**src/inc/timer_defines.svh**
```systemverilog
`ifndef TIMER_DEFINES_SVH
`define TIMER_DEFINES_SVH

// register indices on the plain register port
`define ADDR_CONTROL      4'h0
`define ADDR_PERIOD       4'h1
`define ADDR_COUNT        4'h2
`define ADDR_IRQ_STATUS   4'h3
`define ADDR_IRQ_MASK     4'h4
`define ADDR_IRQ_CONFIG   4'h5

// control word field positions
`define CTRL_RUN_BIT      15
`define CTRL_IDLE_BIT     13
`define CTRL_GATE_BIT     6
`define CTRL_PS_HI        5
`define CTRL_PS_LO        4
`define CTRL_SYNC_BIT     2
`define CTRL_SRC_BIT      1
`define CTRL_IMPL_MASK    16'hA076

// interrupt status and mask bit positions
`define IRQ_MATCH_BIT     0
`define IRQ_GATE_BIT      1

// interrupt configuration field positions
`define IRQ_CFG_EN_BIT    0
`define IRQ_CFG_PRIO_HI   6
`define IRQ_CFG_PRIO_LO   4

// prescaler terminal counts, divide ratio minus one
`define PS_LAST_DIV1      8'h00
`define PS_LAST_DIV8      8'h07
`define PS_LAST_DIV64     8'h3F
`define PS_LAST_DIV256    8'hFF

// reset values
`define RST_CONTROL       16'h0000
`define RST_PERIOD        16'hFFFF
`define RST_COUNT         16'h0000
`define RST_IRQ_BITS      2'h0
`define RST_PRIO          3'h0

`endif

```
**src/inc/timer_pkg.sv**
```systemverilog
package timer_pkg;

    // one register port request, sampled on a rising edge
    typedef struct packed {
        logic [3:0]  addr;
        logic [15:0] wdata;
        logic        we;
        logic        re;
    } bus_req_t;

    // implemented control fields
    typedef struct packed {
        logic       count_run;
        logic       idle_halt;
        logic       gated_accumulate;
        logic [1:0] prescale_select;
        logic       ext_clock_sync;
        logic       clock_source_select;
    } timer_ctrl_t;

    // counting source as decoded from the control fields
    typedef enum logic [1:0] {
        MODE_TIMER,
        MODE_GATED,
        MODE_SYNC_COUNT,
        MODE_ASYNC_COUNT
    } count_mode_t;

endpackage

```
**src/logic/sixteen_bit_gated_timer.sv**
```systemverilog
// Functional notes
// - timer, synced counter, unsynced counter modes
// - run bit starts and stops counting
// - idle-halt bit freezes block in idle
// - gating works only with internal clock
// - prescale 1, 8, 64 or 256
// - sync bit matters only for external clock
// - source bit picks pin edges or internal
// - interrupt on match or gate falling edge
// - unimplemented control bits read zero
// - counting may continue in idle or sleep
`timescale 1ns/1ns
`include "timer_defines.svh"
module sixteen_bit_gated_timer
    import timer_pkg::*;
(
    // clock, reset, clock enable
    input  wire logic        clk_i,
    input  wire logic        rst_n_i,
    input  wire logic        ce_i,
    // register port
    input  wire bus_req_t    bus_i,
    output logic [15:0]      rdata_o,
    // external clock and gate pin
    input  wire logic        ext_clock_pin_i,
    // power state from the core
    input  wire logic        cpu_idle_i,
    input  wire logic        cpu_sleep_i,
    // interrupt
    output logic             irq_o,
    output logic [2:0]       irq_priority_o
);
    timer_ctrl_t ctrl;
    timer_ctrl_t next_ctrl;
    logic [15:0] period_value;
    logic [15:0] next_period_value;
    logic [15:0] count;
    logic [15:0] next_count;
    logic [1:0]  irq_status;
    logic [1:0]  next_irq_status;
    logic [1:0]  irq_mask;
    logic [1:0]  next_irq_mask;
    logic        irq_enable_bit;
    logic        next_irq_enable_bit;
    logic [2:0]  irq_priority;
    logic [2:0]  next_irq_priority;
    logic        irq;
    logic        next_irq;
    logic [15:0] rdata;
    logic [15:0] next_rdata;
    logic        sync_rise_d;
    logic        next_sync_rise_d;

    count_mode_t mode;
    logic        pin_level;
    logic        pin_rise;
    logic        pin_fall;
    logic        halted;
    logic        active;
    logic        src_tick;
    logic        ps_clear;
    logic        cnt_tick;
    logic        match_evt;
    logic        gate_fall_evt;
    logic        wr_ctrl;
    logic        wr_count;
    logic [1:0]  events;

    // control word with unimplemented positions forced low
    function automatic logic [15:0] ctrl_word(input timer_ctrl_t c);
        logic [15:0] w;
        w = 16'h0000;
        w[`CTRL_RUN_BIT]              = c.count_run;
        w[`CTRL_IDLE_BIT]             = c.idle_halt;
        w[`CTRL_GATE_BIT]             = c.gated_accumulate;
        w[`CTRL_PS_HI:`CTRL_PS_LO]    = c.prescale_select;
        w[`CTRL_SYNC_BIT]             = c.ext_clock_sync;
        w[`CTRL_SRC_BIT]              = c.clock_source_select;
        ctrl_word = w & `CTRL_IMPL_MASK;
    endfunction

    // counting source from source, gate and sync bits
    function automatic count_mode_t decode_mode(input timer_ctrl_t c);
        if (c.clock_source_select)
            decode_mode = c.ext_clock_sync ? MODE_SYNC_COUNT : MODE_ASYNC_COUNT;
        else
            decode_mode = c.gated_accumulate ? MODE_GATED : MODE_TIMER;
    endfunction

    // prescaler terminal count, mirrored for checking
    function automatic logic [7:0] ps_last(input logic [1:0] sel);
        case (sel)
            2'h3:    ps_last = `PS_LAST_DIV256;
            2'h2:    ps_last = `PS_LAST_DIV64;
            2'h1:    ps_last = `PS_LAST_DIV8;
            default: ps_last = `PS_LAST_DIV1;
        endcase
    endfunction

    pin_sync u_pin_sync
    (
        .clk_i   (clk_i),
        .rst_n_i (rst_n_i),
        .ce_i    (ce_i),
        .pin_i   (ext_clock_pin_i),
        .level_o (pin_level),
        .rise_o  (pin_rise),
        .fall_o  (pin_fall)
    );

    // mode and power gating; sleep stops the instruction clock, so only the
    // unsynced counter keeps going there
    always_comb
    begin
        mode   = decode_mode(ctrl);
        halted = (cpu_idle_i & ctrl.idle_halt)
               | (cpu_sleep_i & (ctrl.idle_halt | (mode != MODE_ASYNC_COUNT)));
        active = ctrl.count_run & ~halted;
        case (mode)
            MODE_TIMER:       src_tick = active;
            MODE_GATED:       src_tick = active & pin_level;
            MODE_SYNC_COUNT:  src_tick = active & sync_rise_d;
            MODE_ASYNC_COUNT: src_tick = active & pin_rise;
            default:          src_tick = 1'b0;
        endcase
    end

    // synced counting retimes the edge once more onto the instruction clock
    assign next_sync_rise_d = pin_rise;

    assign wr_ctrl  = bus_i.we & (bus_i.addr == `ADDR_CONTROL);
    assign wr_count = bus_i.we & (bus_i.addr == `ADDR_COUNT);
    // a stop or a control or count write restarts the prescaler phase
    assign ps_clear = ~ctrl.count_run | wr_ctrl | wr_count;

    prescaler u_prescaler
    (
        .clk_i    (clk_i),
        .rst_n_i  (rst_n_i),
        .ce_i     (ce_i),
        .clear_i  (ps_clear),
        .select_i (ctrl.prescale_select),
        .tick_i   (src_tick),
        .tick_o   (cnt_tick)
    );

    // counter and events
    always_comb
    begin
        match_evt     = cnt_tick & (count == period_value);
        gate_fall_evt = active & (mode == MODE_GATED) & pin_fall;
        events        = 2'h0;
        events[`IRQ_MATCH_BIT] = match_evt;
        events[`IRQ_GATE_BIT]  = gate_fall_evt;
        next_count = count;
        if (wr_count)
            next_count = bus_i.wdata;
        else if (match_evt)
            next_count = 16'h0000;
        else if (cnt_tick)
            next_count = 16'(count + 16'h0001);
    end

    // register writes; status clears by writing ones, a new event wins
    always_comb
    begin
        next_ctrl           = ctrl;
        next_period_value   = period_value;
        next_irq_mask       = irq_mask;
        next_irq_enable_bit = irq_enable_bit;
        next_irq_priority   = irq_priority;
        next_irq_status     = irq_status;
        if (bus_i.we)
        begin
            case (bus_i.addr)
                `ADDR_CONTROL:
                begin
                    next_ctrl.count_run           = bus_i.wdata[`CTRL_RUN_BIT];
                    next_ctrl.idle_halt           = bus_i.wdata[`CTRL_IDLE_BIT];
                    next_ctrl.gated_accumulate    = bus_i.wdata[`CTRL_GATE_BIT];
                    next_ctrl.prescale_select     = bus_i.wdata[`CTRL_PS_HI:`CTRL_PS_LO];
                    next_ctrl.ext_clock_sync      = bus_i.wdata[`CTRL_SYNC_BIT];
                    next_ctrl.clock_source_select = bus_i.wdata[`CTRL_SRC_BIT];
                end
                `ADDR_PERIOD:     next_period_value = bus_i.wdata;
                `ADDR_IRQ_STATUS: next_irq_status   = irq_status & ~bus_i.wdata[1:0];
                `ADDR_IRQ_MASK:   next_irq_mask     = bus_i.wdata[1:0];
                `ADDR_IRQ_CONFIG:
                begin
                    next_irq_enable_bit = bus_i.wdata[`IRQ_CFG_EN_BIT];
                    next_irq_priority   = bus_i.wdata[`IRQ_CFG_PRIO_HI:`IRQ_CFG_PRIO_LO];
                end
                default: ;
            endcase
        end
        next_irq_status = next_irq_status | events;
        next_irq        = next_irq_enable_bit & |(next_irq_status & next_irq_mask);
    end

    // read data live only in the cycle after the strobe
    always_comb
    begin
        next_rdata = 16'h0000;
        if (bus_i.re)
        begin
            case (bus_i.addr)
                `ADDR_CONTROL:    next_rdata = ctrl_word(ctrl);
                `ADDR_PERIOD:     next_rdata = period_value;
                `ADDR_COUNT:      next_rdata = count;
                `ADDR_IRQ_STATUS: next_rdata = {14'h0000, irq_status};
                `ADDR_IRQ_MASK:   next_rdata = {14'h0000, irq_mask};
                `ADDR_IRQ_CONFIG: next_rdata = {9'h000, irq_priority, 3'h0, irq_enable_bit};
                default:          next_rdata = 16'h0000;
            endcase
        end
    end

    always_ff @(posedge clk_i or negedge rst_n_i)
    begin
        if (!rst_n_i)
        begin
            ctrl           <= timer_ctrl_t'(7'h00);
            period_value   <= `RST_PERIOD;
            count          <= `RST_COUNT;
            irq_status     <= `RST_IRQ_BITS;
            irq_mask       <= `RST_IRQ_BITS;
            irq_enable_bit <= 1'b0;
            irq_priority   <= `RST_PRIO;
            irq            <= 1'b0;
            rdata          <= 16'h0000;
            sync_rise_d    <= 1'b0;
        end
        else if (ce_i)
        begin
            ctrl           <= next_ctrl;
            period_value   <= next_period_value;
            count          <= next_count;
            irq_status     <= next_irq_status;
            irq_mask       <= next_irq_mask;
            irq_enable_bit <= next_irq_enable_bit;
            irq_priority   <= next_irq_priority;
            irq            <= next_irq;
            rdata          <= next_rdata;
            sync_rise_d    <= next_sync_rise_d;
        end
    end

    assign rdata_o        = rdata;
    assign irq_o          = irq;
    assign irq_priority_o = irq_priority;

    // checking helper: source ticks seen since the last prescaler output
    logic [7:0] since_tick;
    logic [7:0] next_since_tick;
    always_comb
    begin
        next_since_tick = since_tick;
        if (ps_clear | cnt_tick)
            next_since_tick = 8'h00;
        else if (src_tick)
            next_since_tick = 8'(since_tick + 8'h01);
    end

    always_ff @(posedge clk_i or negedge rst_n_i)
    begin
        if (!rst_n_i)
            since_tick <= 8'h00;
        else if (ce_i)
            since_tick <= next_since_tick;
    end
endmodule

```
**src/logic/pin_sync.sv**
```systemverilog
`timescale 1ns/1ns
module pin_sync
(
    // clock and reset
    input  wire logic clk_i,
    input  wire logic rst_n_i,
    input  wire logic ce_i,
    // raw pin and its clean views
    input  wire logic pin_i,
    output logic      level_o,
    output logic      rise_o,
    output logic      fall_o
);
    logic stage1;
    logic stage2;
    logic history;
    logic next_stage1;
    logic next_stage2;
    logic next_history;

    // two flops against metastability, a third keeps the last clean level
    always_comb
    begin
        next_stage1  = pin_i;
        next_stage2  = stage1;
        next_history = stage2;
    end

    always_ff @(posedge clk_i or negedge rst_n_i)
    begin
        if (!rst_n_i)
        begin
            stage1  <= 1'b0;
            stage2  <= 1'b0;
            history <= 1'b0;
        end
        else if (ce_i)
        begin
            stage1  <= next_stage1;
            stage2  <= next_stage2;
            history <= next_history;
        end
    end

    // edges look only at the settled stages
    assign level_o = stage2;
    assign rise_o  = stage2 & ~history;
    assign fall_o  = ~stage2 & history;
endmodule

```
**src/logic/prescaler.sv**
```systemverilog
`timescale 1ns/1ns
`include "timer_defines.svh"
module prescaler
(
    // clock and reset
    input  wire logic       clk_i,
    input  wire logic       rst_n_i,
    input  wire logic       ce_i,
    // control
    input  wire logic       clear_i,
    input  wire logic [1:0] select_i,
    // ticks in and out
    input  wire logic       tick_i,
    output logic            tick_o
);
    logic [7:0] count;
    logic [7:0] next_count;

    // terminal count for each ratio
    function automatic logic [7:0] last_count(input logic [1:0] sel);
        case (sel)
            2'h3:    last_count = `PS_LAST_DIV256;
            2'h2:    last_count = `PS_LAST_DIV64;
            2'h1:    last_count = `PS_LAST_DIV8;
            default: last_count = `PS_LAST_DIV1;
        endcase
    endfunction

    // one output tick per ratio input ticks; a clear restarts the phase
    always_comb
    begin
        next_count = count;
        if (clear_i)
            next_count = 8'h00;
        else if (tick_i)
            next_count = (count == last_count(select_i)) ? 8'h00 : 8'(count + 8'h01);
    end

    always_ff @(posedge clk_i or negedge rst_n_i)
    begin
        if (!rst_n_i)
            count <= 8'h00;
        else if (ce_i)
            count <= next_count;
    end

    assign tick_o = tick_i & ~clear_i & (count == last_count(select_i));
endmodule

```
**config.mk**
```make
export PLATFORM = sky130hd
export DESIGN_NAME = sixteen_bit_gated_timer
export DESIGN_NICKNAME = d
export VERILOG_FILES = /design/src/inc/timer_pkg.sv /design/src/logic/sixteen_bit_gated_timer.sv /design/src/logic/pin_sync.sv /design/src/logic/prescaler.sv
export VERILOG_INCLUDE_DIRS = /design/src /design/src/inc
export SDC_FILE = /design/constraint.sdc
export NUM_CORES = 1
export LEC_CHECK = 0
export BUFFER_PORTS_ARGS = -buffer_cell sky130_fd_sc_hd__clkbuf_2
export CORE_ASPECT_RATIO = 2
export CORE_MARGIN = 5
export CORE_UTILIZATION = 59
export CTS_BUF_LIST = sky130_fd_sc_hd__clkbuf_8 sky130_fd_sc_hd__clkbuf_16
export CTS_CLUSTER_SIZE = 10
export DETAILED_ROUTE_END_ITERATION = 10
export PLACE_DENSITY_LB_ADDON = 0.1
export SYNTH_ARGS = -nofsm -noshare
export SYNTH_HDL_FRONTEND = slang
export SYNTH_SLANG_ARGS = --single-unit
```
**constraint.sdc**
```tcl
create_clock -name clk_i -period 2.26 [get_ports clk_i]
set_input_delay 0.113 -clock clk_i [delete_from_list [all_inputs] [get_ports clk_i]]
set_output_delay 0.113 -clock clk_i [all_outputs]
set_load 0.01 [all_outputs]
```
==> impl_results.md, run 1 <==
- Inserted Clock Buffers: 9
- Post-synth net total: 461
- Via count of the first global-routing pass: 3941
- Critical Path AT: 2450 ps
- First-pass GRT wire length: 19900 um
- Actual slew at the worst max-slew pin: 965 ps
- CP Max Fanout: 20
- Hold Crit Depth: 2
- Crit path setup slack, layout: 85.1 ps
- DR DRC count: 0
- # rows: 44
- Synth cell count leaders: dfrtp_1 (60), mux2_2 (33), nand2_1 (26), inv_1 (23), nor2_1 (22)
- Final period utilization: 96.2%
- Total track usage: 28.8%
- Asr flop ratio synth: 100%
- Hold Path Origin: ext_clock_pin_i
- Synth Cell Area: 4300 um2
- Hold Path Class: input port to register
- Die Footprint: 9210 um2
- Worst reg2reg startpoint: u_pin_sync.history
- Share of post-route cells with drive strength above 1: 31.4%
- Placement Cell Area: 4760 um2
- Nets: 522
- Synth area leaders: dfrtp_1 (35%), dfstp_2 (9.8%), mux2_2 (8.6%)
- Worst r2r path cells: 7
- Ports: 48
- Antenna cells: 0
- Antenna violations before repair: 0
- Primary FF master, synth: dfrtp_1
- Max-Cap Viols: 0
- Clk sink count: 76
- Clk Latency, worst-skew pair: 340 ps
- CTS H-tree lvls: 3
- Die Y: 131 um
- Routed wire length: 12600 um
- Fin Clk Skew: 4.59 ps
- TritonCTS clock tree: done
- Routed WL per cell: 21.5 um
- Core box area: 7210 um2
- Netlist cell types: 64
- Total congestion overflow: 0
- Register-to-Register Setup Slack: 90 ps
- Clk buf depth: 2
- Die width: 70.4 um
- Largest net degree at the start of global routing: 77
- Status: completed
- Non-Filler Instances: 589
- Top-count cell post-synth: dfrtp_1
- GP Congestion: 0.977
- Post-route cell area: 5130 um2
- Top cell type's share of synthesized area: 34.9%
- FF+latch count, synth: 76
- Crit start category: register
- Initial drt markers: 414
- Routed via count: 3807
- Initial Util: 59.7%
- CP Capture Type: register
- Leakage: 2.21 nW
- Final min period: 2170 ps
- Warnings, synthesis: 0
- R2R Path End: count[14]
- Synth area leader: dfrtp_1
- Post-route ant nets: 0
- Worst ir drop on vdd: 0.601 mV
- Worst Hold Endpoint: u_pin_sync.next_stage2
- Final setup violation count: 0
- Detailed Routing Iterations Pass 1: 4
- DP Wirelength: 9300 um
- Worst Setup Slack post-DPL: 97.5 ps
- CTS root buf: clkbuf_16
- CP required: 2540 ps
- Sequential area share after synthesis: 44.7%
- Post-DR vias/cell: 6.46
- Max Clk Rate: 460 MHz
- Worst-path clk slew: 60 ps
- Final Slew Violations: 0
- Cells after DPL: 570
- Slew HR: 35.7%
- Final TNS setup: 0 ps
- Power Density: 826 nW/um2
- CP Class: register to register
- Final Total Pwr: 0.00424 W
- Avg Cell Area, Syn: 9.99 um2
- Area growth, synth to finish: 19.2%
- Fin. Hold Viols: 0
- EDFF count, synth: 0
- Synth Instances: 431
- Port bufs: 47
## routing by layer
metal | wire [um] | vias up | GRT usage (%)
met5 | 0 | - | 0
met4 | 1390 | 0 | 28.6
met3 | 566 | 75 | 5.05
met2 | 6570 | 152 | 50.1
met1 | 4120 | 1853 | 27.6
li1 | - | 1727 | -
## kinds of logic (layout without fill, tap and decap cells)
kind of cell,Yosys count,count (layout),synth area share [%]
AOI/OAI and AO/OA,115,115,18.4
and+or+nand+nor,131,131,17.4
muxes,41,41,10.8
buffers and inverters,50,116,4.85
DFF,76,76,44.7
adders and majority gates,2,2,0.581
xor gates and xnor gates,16,16,3.26
## per-stage QoR
step / utilization [%] / hold slack (ps)
after floorplan: - / -183
after global placement: 66.0 / 313
after detailed placement: 66.0 / 307
after CTS: 70.4 / 3.50
after global routing: 71.1 / 15.3
final: 71.1 / 1.75
## registers in the layout, summed over array words and instances, names as in the netlist, 2 cells and up
name / flops
count: 16
ctrl: 7
irq_mask: 2
irq_priority_o: 3
irq_status: 2
period_value: 16
rdata_o: 16
u_prescaler.count: 8
## cell usage in the layout, fill, tap and decap left out, drive strengths merged, types with 5 or more instances in the layout
master	n
a21oi	11
a22oi	12
a31oi	10
and3	9
and4	6
buf	29
clkbuf	55
clkinv	5
dfrtp	60
dfstp	16
inv	23
mux2	33
mux2i	7
nand2	26
nand3	21
nand4	7
nor2	22
nor2b	11
o21ai	23
o22ai	17
o311ai	5
o31ai	7
xnor2	16
## worst max path at each step
stage | from | endpoint | slack (ps) | cells after the start
floorplan | ctrl[3] | count[14] | 340 | 7
global placement | ctrl[3] | count[10] | 120 | 6
detailed placement | period_value[15] | count[4] | 100 | 7
CTS | period_value[15] | count[4] | 70 | 7
global route | u_pin_sync.level_o | count[14] | -9 | 7
finish | u_pin_sync.history | count[14] | 90 | 7
## layout make-up
cell class	count	area (um2)
Clock buffer	9	225
Timing Repair Buffer	77	494
Multi-Input combinational cell	305	2210
Sequential cell	76	1920
Inverter	23	86.3
Fill cell	566	2080
Clock inverter	7	77.6
Tap cell	92	115
## where the power goes
group          leakage, nW  switching (W)  total, W  internal, W
Sequential           0.929       0.000237   0.00183      0.00159
Clock                0.146       0.000585   0.00144     0.000859
Combinational         1.14       0.000503  0.000962     0.000459
Total                 2.21        0.00133   0.00424      0.00291
## critical path, stage by stage (launching register included)
cell and delay, ps:
dfrtp_1 390, or2b_1 270, o221a_4 280, nor4_4 320
buf_12 200, nand3b_4 150, or4_1 420, nand3_1 80
## timing repair
item	in CTS	in global routing
hold buffers	1	0
endpoints found under the hold margin	60	0
buffers inserted	0	1
resized for setup	0	5
setup endpoints to repair	0	14
Power figures use the tool's default switching activity.
==> inputs of run 2 (changes only) <==
--- a/config.mk
+++ b/config.mk
@@ -13,6 +13,7 @@
 export CTS_BUF_LIST = sky130_fd_sc_hd__clkbuf_8 sky130_fd_sc_hd__clkbuf_16
 export CTS_CLUSTER_SIZE = 10
 export DETAILED_ROUTE_END_ITERATION = 10
+export GPL_TIMING_DRIVEN = 0
 export PLACE_DENSITY_LB_ADDON = 0.1
 export SYNTH_ARGS = -nofsm -noshare
 export SYNTH_HDL_FRONTEND = slang
==> run 2 against run 1 <==
  * Maximum frequency decreased by 2.6%
  * Highest routed layer unchanged
  * Non-clock buffer count unchanged
  * Global-route usage increased by 0.54 points
  * Clock skew about the same
  * Sequential share of layout area increased by 0.36 points
  * Final cell count unchanged
  * Flip-flop and latch count unchanged
  * Largest power group unchanged
  * First-iteration DRC count decreased by 11%
  * Final area decreased by 0.76%
  * Critical path type unchanged
  * Worst hold slack improved by 30 ps
==> impl_results.md, run 2 (synthesis gave the netlist of run 1 again) <==
- Core box area: 7210 um2
- Max Clk Rate: 448 MHz
- Clk Latency, worst-skew pair: 340 ps
- Routed via count: 3841
- Nets: 522
- Die Y: 131 um
- Via count of the first global-routing pass: 3879
- Inserted Clock Buffers: 9
- Post-DR vias/cell: 6.52
- Die Footprint: 9210 um2
- Post-route ant nets: 0
- CP Capture Type: register
- Initial Util: 59.7%
- DR DRC count: 0
- Placement Cell Area: 4670 um2
- Routed wire length: 13100 um
- Clk buf depth: 2
- CP Cell Sequence: xnor2_1, nand4_1, nor4_4, buf_2, o21ai_0, nand3_1, o311ai_0
- Share of post-route cells with drive strength above 1: 29.2%
- Port bufs: 45
- Post-route cell area: 5090 um2
- Routed WL per cell: 22.3 um
- # rows: 44
- CP bufs+invs: 1
- Non-Filler Instances: 589
- Status: completed
- DP Wirelength: 9690 um
- Clk sink count: 76
- Combinational fraction of design power: 20.3%
- Crit path setup slack, layout: 26.6 ps
- Detailed Routing Iterations Pass 1: 7
- Fin Clk Skew: 4.84 ps
- Commonest non-fill, non-tap cell in the layout: dfrtp_1
- Slew HR: 54.7%
- Final setup violation count: 0
- Final TNS setup: 0 ps
- Initial drt markers: 369
- Actual slew at the worst max-slew pin: 679 ps
- FILL cells: 575
- Leakage: 2.16 nW
- Antenna cells: 0
- Clock power share: 35.9%
- Critical Path AT: 2410 ps
- Final period utilization: 98.8%
- CTS H-tree lvls: 3
- Total track usage: 29.3%
- Sequential share of power: 43.8%
- CP required: 2440 ps
- Switch share: 31.0%
- Largest net degree at the start of global routing: 53
- First-pass GRT wire length: 20200 um
- Fin. Hold Viols: 0
- Critical Path Slowest Stage Cell: dfrtp_1
- CP Class: register to register
- Hold Path Class: input port to register
- Final Slew Violations: 0
- CP Max Fanout: 10
- Worst Setup Slack post-DPL: -244 ps
- Highest cell delay on the worst timing path: 470 ps
- Max-Cap Viols: 0
- Final Total Pwr: 0.00430 W
- Commonest non-fill, non-tap cells in the layout: dfrtp_1 (57), clkbuf_2 (44), mux2_2 (33)
- Cells after DPL: 569
- Final min period: 2230 ps
- Int Pwr: 0.00296 W
- Antenna violations before repair: 0
- Die width: 70.4 um
- Ports: 48
- Area growth, synth to finish: 18.3%
- Worst ir drop on vdd: 0.608 mV
- Power Density: 844 nW/um2
- Total congestion overflow: 0
- Crit start category: register
- TritonCTS clock tree: done
- Cell family with most CP delay: simple AND/OR/NAND/NOR gates
- CTS root buf: clkbuf_16
- P_sw: 0.00133 W
- GP Congestion: 0.972
- Worst-path clk slew: 60 ps
==> run 2: cell type report <==
cell class | instances | area [um2] | area share (%)
Multi-Input combinational cell | 305 | 2230 | 43.8
Sequential cell | 76 | 1930 | 37.8
Timing Repair Buffer | 51 | 295 | 5.80
Clock buffer | 9 | 225 | 4.42
Buffer | 26 | 119 | 2.33
Tap cell | 92 | 115 | 2.26
Clock inverter | 7 | 92.6 | 1.82
Inverter | 23 | 86.3 | 1.70
==> run 2: power by group through the flow <==
| stage | clock [W] | combinational (W) | sequential [W] |
|---|---|---|---|
| final | 0.00154 | 0.000872 | 0.00188 |
| after global routing | 0.00163 | 0.000951 | 0.00190 |
| after CTS | 0.00155 | 0.000864 | 0.00184 |
| after detailed placement | 0 | 0.000847 | 0.00186 |
| after global placement | 0 | 0.000811 | 0.00185 |
| after floorplan | 0 | 0.000593 | 0.00178 |
==> run 2: what timing repair did <==
item,4_1_cts,5_1_grt
hold buffers,2,0
pin swaps,1,1
endpoints found under the setup margin,14,11
hold endpoints to repair,21,0
resized for setup,2,10
setup buffers,1,2
==> run 2: stage by stage <==
| step | hold WS (ps) | util [%] |
|---|---|---|
| final | 32.0 | 70.6 |
| after global routing | 32.4 | 70.6 |
| after CTS | 27.3 | 69.8 |
| after detailed placement | 74.9 | 64.8 |
| after global placement | 348 | 64.4 |
| after floorplan | -183 | - |
==> run 2: metal layers <==
| metal | vias to the layer above | part of all wire (%) | routed length [um] | track usage, % |
|---|---|---|---|---|
| met3 | 66 | 4.8 | 636 | 6.36 |
| li1 | 1725 | - | - | - |
| met5 | - | 0 | 0 | 0 |
| met4 | 0 | 7.5 | 979 | 21.7 |
| met2 | 188 | 54 | 7110 | 53.1 |
| met1 | 1862 | 33 | 4400 | 28.7 |
==> run 2: worst paths after layout <==
check / from / end / slack [ps] / depth (start not counted)
max in group asynchronous: rst_n_i / period_value[5] / 1380 / 3
hold / removal: bus_i[11] / period_value[9] / 30 / 2
min in group asynchronous: rst_n_i / count[1] / 250 / 2
setup reg to reg: count[1] / count[5] / 30 / 7
hold reg to reg: u_pin_sync.next_stage2 / u_pin_sync.next_stage2 / 510 / 1
setup / recovery: count[1] / count[5] / 30 / 7
==> inputs of run 3 (changes only) <==
--- a/config.mk
+++ b/config.mk
@@ -18,3 +18,4 @@
 export SYNTH_ARGS = -nofsm -noshare
 export SYNTH_HDL_FRONTEND = slang
 export SYNTH_SLANG_ARGS = --single-unit
+export TNS_END_PERCENT = 50
==> constraint.sdc (replaced) <==
create_clock -name clk_i -period 2.1 [get_ports clk_i]
set_input_delay 0.105 -clock clk_i [delete_from_list [all_inputs] [get_ports clk_i]]
set_output_delay 0.105 -clock clk_i [all_outputs]
set_load 0.01 [all_outputs]
==> run 3 against run 2 <==
  * The flow now finishes with violations (setup timing)
  * Maximum frequency increased by 6.3%
  * Final cell count increased by 1.4%
  * Global-route usage increased by 0.30 points
==> impl_results.md, run 3 (synthesis gave the netlist of run 1 again) <==
- Non-Filler Instances: 597
- Die Footprint: 9210 um2
- Die Y: 131 um
- Worst hold margin: 26.5 ps
- R2R Path End: count[6]
- Leakage: 2.25 nW
- Hold Path Origin: bus_i[11]
- CP Max Fanout: 8
- Hold Path Class: input port to register
- Failing checks: setup timing
- Clk Latency, worst-skew pair: 340 ps
- Worst r2r path cells: 7
- DP Wirelength: 9690 um
- Top cell by count, worst path: nor4_4
- Met2 Wirelength: 7110 um
- CTS H-tree lvls: 3
- Commonest non-fill, non-tap cells in the layout: dfrtp_1 (52), clkbuf_2 (45), mux2_2 (33)
- Share of post-route cells with drive strength above 1: 35.0%
- Crit path setup slack, layout: -1.51 ps
- Clk sink count: 76
- Placement Cell Area: 4670 um2
- CP bufs+invs: 1
- Critical Path Slowest Stage Cell: dfrtp_2
- Power Density: 889 nW/um2
- Routed wire length: 13200 um
- Antenna violations before repair: 0
- Slew HR: 58.3%
- Wire length on met3: 667 um
- Highest cell delay on the worst timing path: 440 ps
- Post-DR vias/cell: 6.57
- Critical Path AT: 2330 ps
- CTS root buf: clkbuf_16
- Max-Cap Viols: 0
- Total congestion overflow: 0
- Area growth, synth to finish: 23.3%
- Inserted Clock Buffers: 9
- Initial Util: 59.7%
- Final setup violation count: 1
- GP Congestion: 0.972
- Final Slew Violations: 0
- Actual slew at the worst max-slew pin: 625 ps
- Routed via count: 3923
- Initial drt markers: 350
- Status: finished with violations
- Total track usage: 29.6%
- Max Clk Rate: 476 MHz
- Hold Crit Depth: 2
- Detailed Routing Iterations Pass 1: 5
- Via count of the first global-routing pass: 3891
- Final period utilization: 100%
- Worst ir drop on vdd: 0.658 mV
- Commonest non-fill, non-tap cell in the layout: dfrtp_1
- Routed WL per cell: 22.1 um
- DR DRC count: 0
- Unrepaired setup endpoints after global routing: true
- Cells after DPL: 569
- Nets: 530
- Met1 wire length: 4340 um
- Worst reg2reg startpoint: u_prescaler.count[5]
- Top layer in use: met4
- Clk buf depth: 2
- Ports: 48
- # rows: 44
- CP Cell Sequence: nor4_4, o22ai_4, nor4_4, buf_6, o21ai_1, a22o_1, a21o_1
- Antenna cells: 0
- Port bufs: 45
- Core box area: 7210 um2
- Largest net degree at the start of global routing: 53
- Worst Hold Endpoint: period_value[9]
- Die width: 70.4 um
- Crit start category: register
- CP required: 2330 ps
- Cell family with most CP delay: compound AO/OA/AOI/OAI gates
- Fin. Hold Viols: 0
- CP Class: register to register
- Fin Clk Skew: 4.13 ps
- Final min period: 2100 ps
- Worst-path clk slew: 60 ps
- Post-route cell area: 5310 um2
- CP Capture Type: register
- TritonCTS clock tree: done
- First-pass GRT wire length: 20400 um
- Register-to-Register Setup Slack: -2 ps
- Post-route ant nets: 0
- Final TNS setup: -1.51 ps
==> run 3: cell count changes in the layout (fill, tap and decap cells not counted), sizes merged <==
cell and delta:
buf +9, nand3b +1, clkbuf -2
==> run 3: per-layer routing <==
metal	track usage (%)	vias up
li1	-	1742
met1	29.7	1913
met2	53.4	191
met3	5.74	77
met4	21.9	0
met5	0	-
==> run 3: worst max path at each step <==
stage                              start         to  slack, ps  depth (start not counted)
CTS                             count[2]  count[15]          1                          7
finish              u_prescaler.count[5]   count[6]         -2                          7
floorplan                        ctrl[3]  count[14]        180                          7
global placement                count[2]   count[5]       -410                          8
global route        u_prescaler.count[5]      irq_o        -70                          8
detailed placement              count[2]   count[5]       -400                          8
==> run 3: repair_timing <==
| action | 4_1_cts | 5_1_grt |
|---|---|---|
| buffers inserted | 5 | 7 |
| hold endpoints to repair | 21 | 0 |
| cloned | 0 | 1 |
| setup endpoints to repair | 24 | 21 |
| gates resized for setup | 13 | 37 |
| hold buffers | 2 | 0 |
| pin swaps | 3 | 9 |
==> run 3: area by class of cell <==
type / instances / area [um2]
well taps: 92 / 115
flip-flops and latches: 76 / 1930
repair buffers: 60 / 369
inverters: 23 / 86.3
fillers: 530 / 1910
clock buffers: 9 / 225
plain buffers: 24 / 120
clock inverters: 7 / 92.6
multi-input cells: 306 / 2370
==> run 3: per-stage QoR <==
| step | power [W] | setup WS (ps) | utilization (%) |
|---|---|---|---|
| global route | 0.00492 | -70.6 | 73.6 |
| CTS | 0.00462 | 0.979 | 70.8 |
| finish | 0.00472 | -1.51 | 73.6 |
| floorplan | 0.00255 | 178 | - |
| detailed placement | 0.00292 | -404 | 64.8 |
| global placement | 0.00287 | -409 | 64.4 |
==> run 3: where the power goes <==
part	switching [W]	internal, W	total [W]
registers	0.000332	0.00172	0.00205
clock network	0.000621	0.00104	0.00166
logic	0.000514	0.000495	0.00101
==> run 3: worst reg2reg max path: cells and delay by family, from the launching register on <==
family | cells | cell delay, ps
AO/OA/AOI/OAI | 4 | 750
buffers and inverters | 1 | 200
flip-flops | 1 | 440
AND/OR/NAND/NOR | 2 | 610
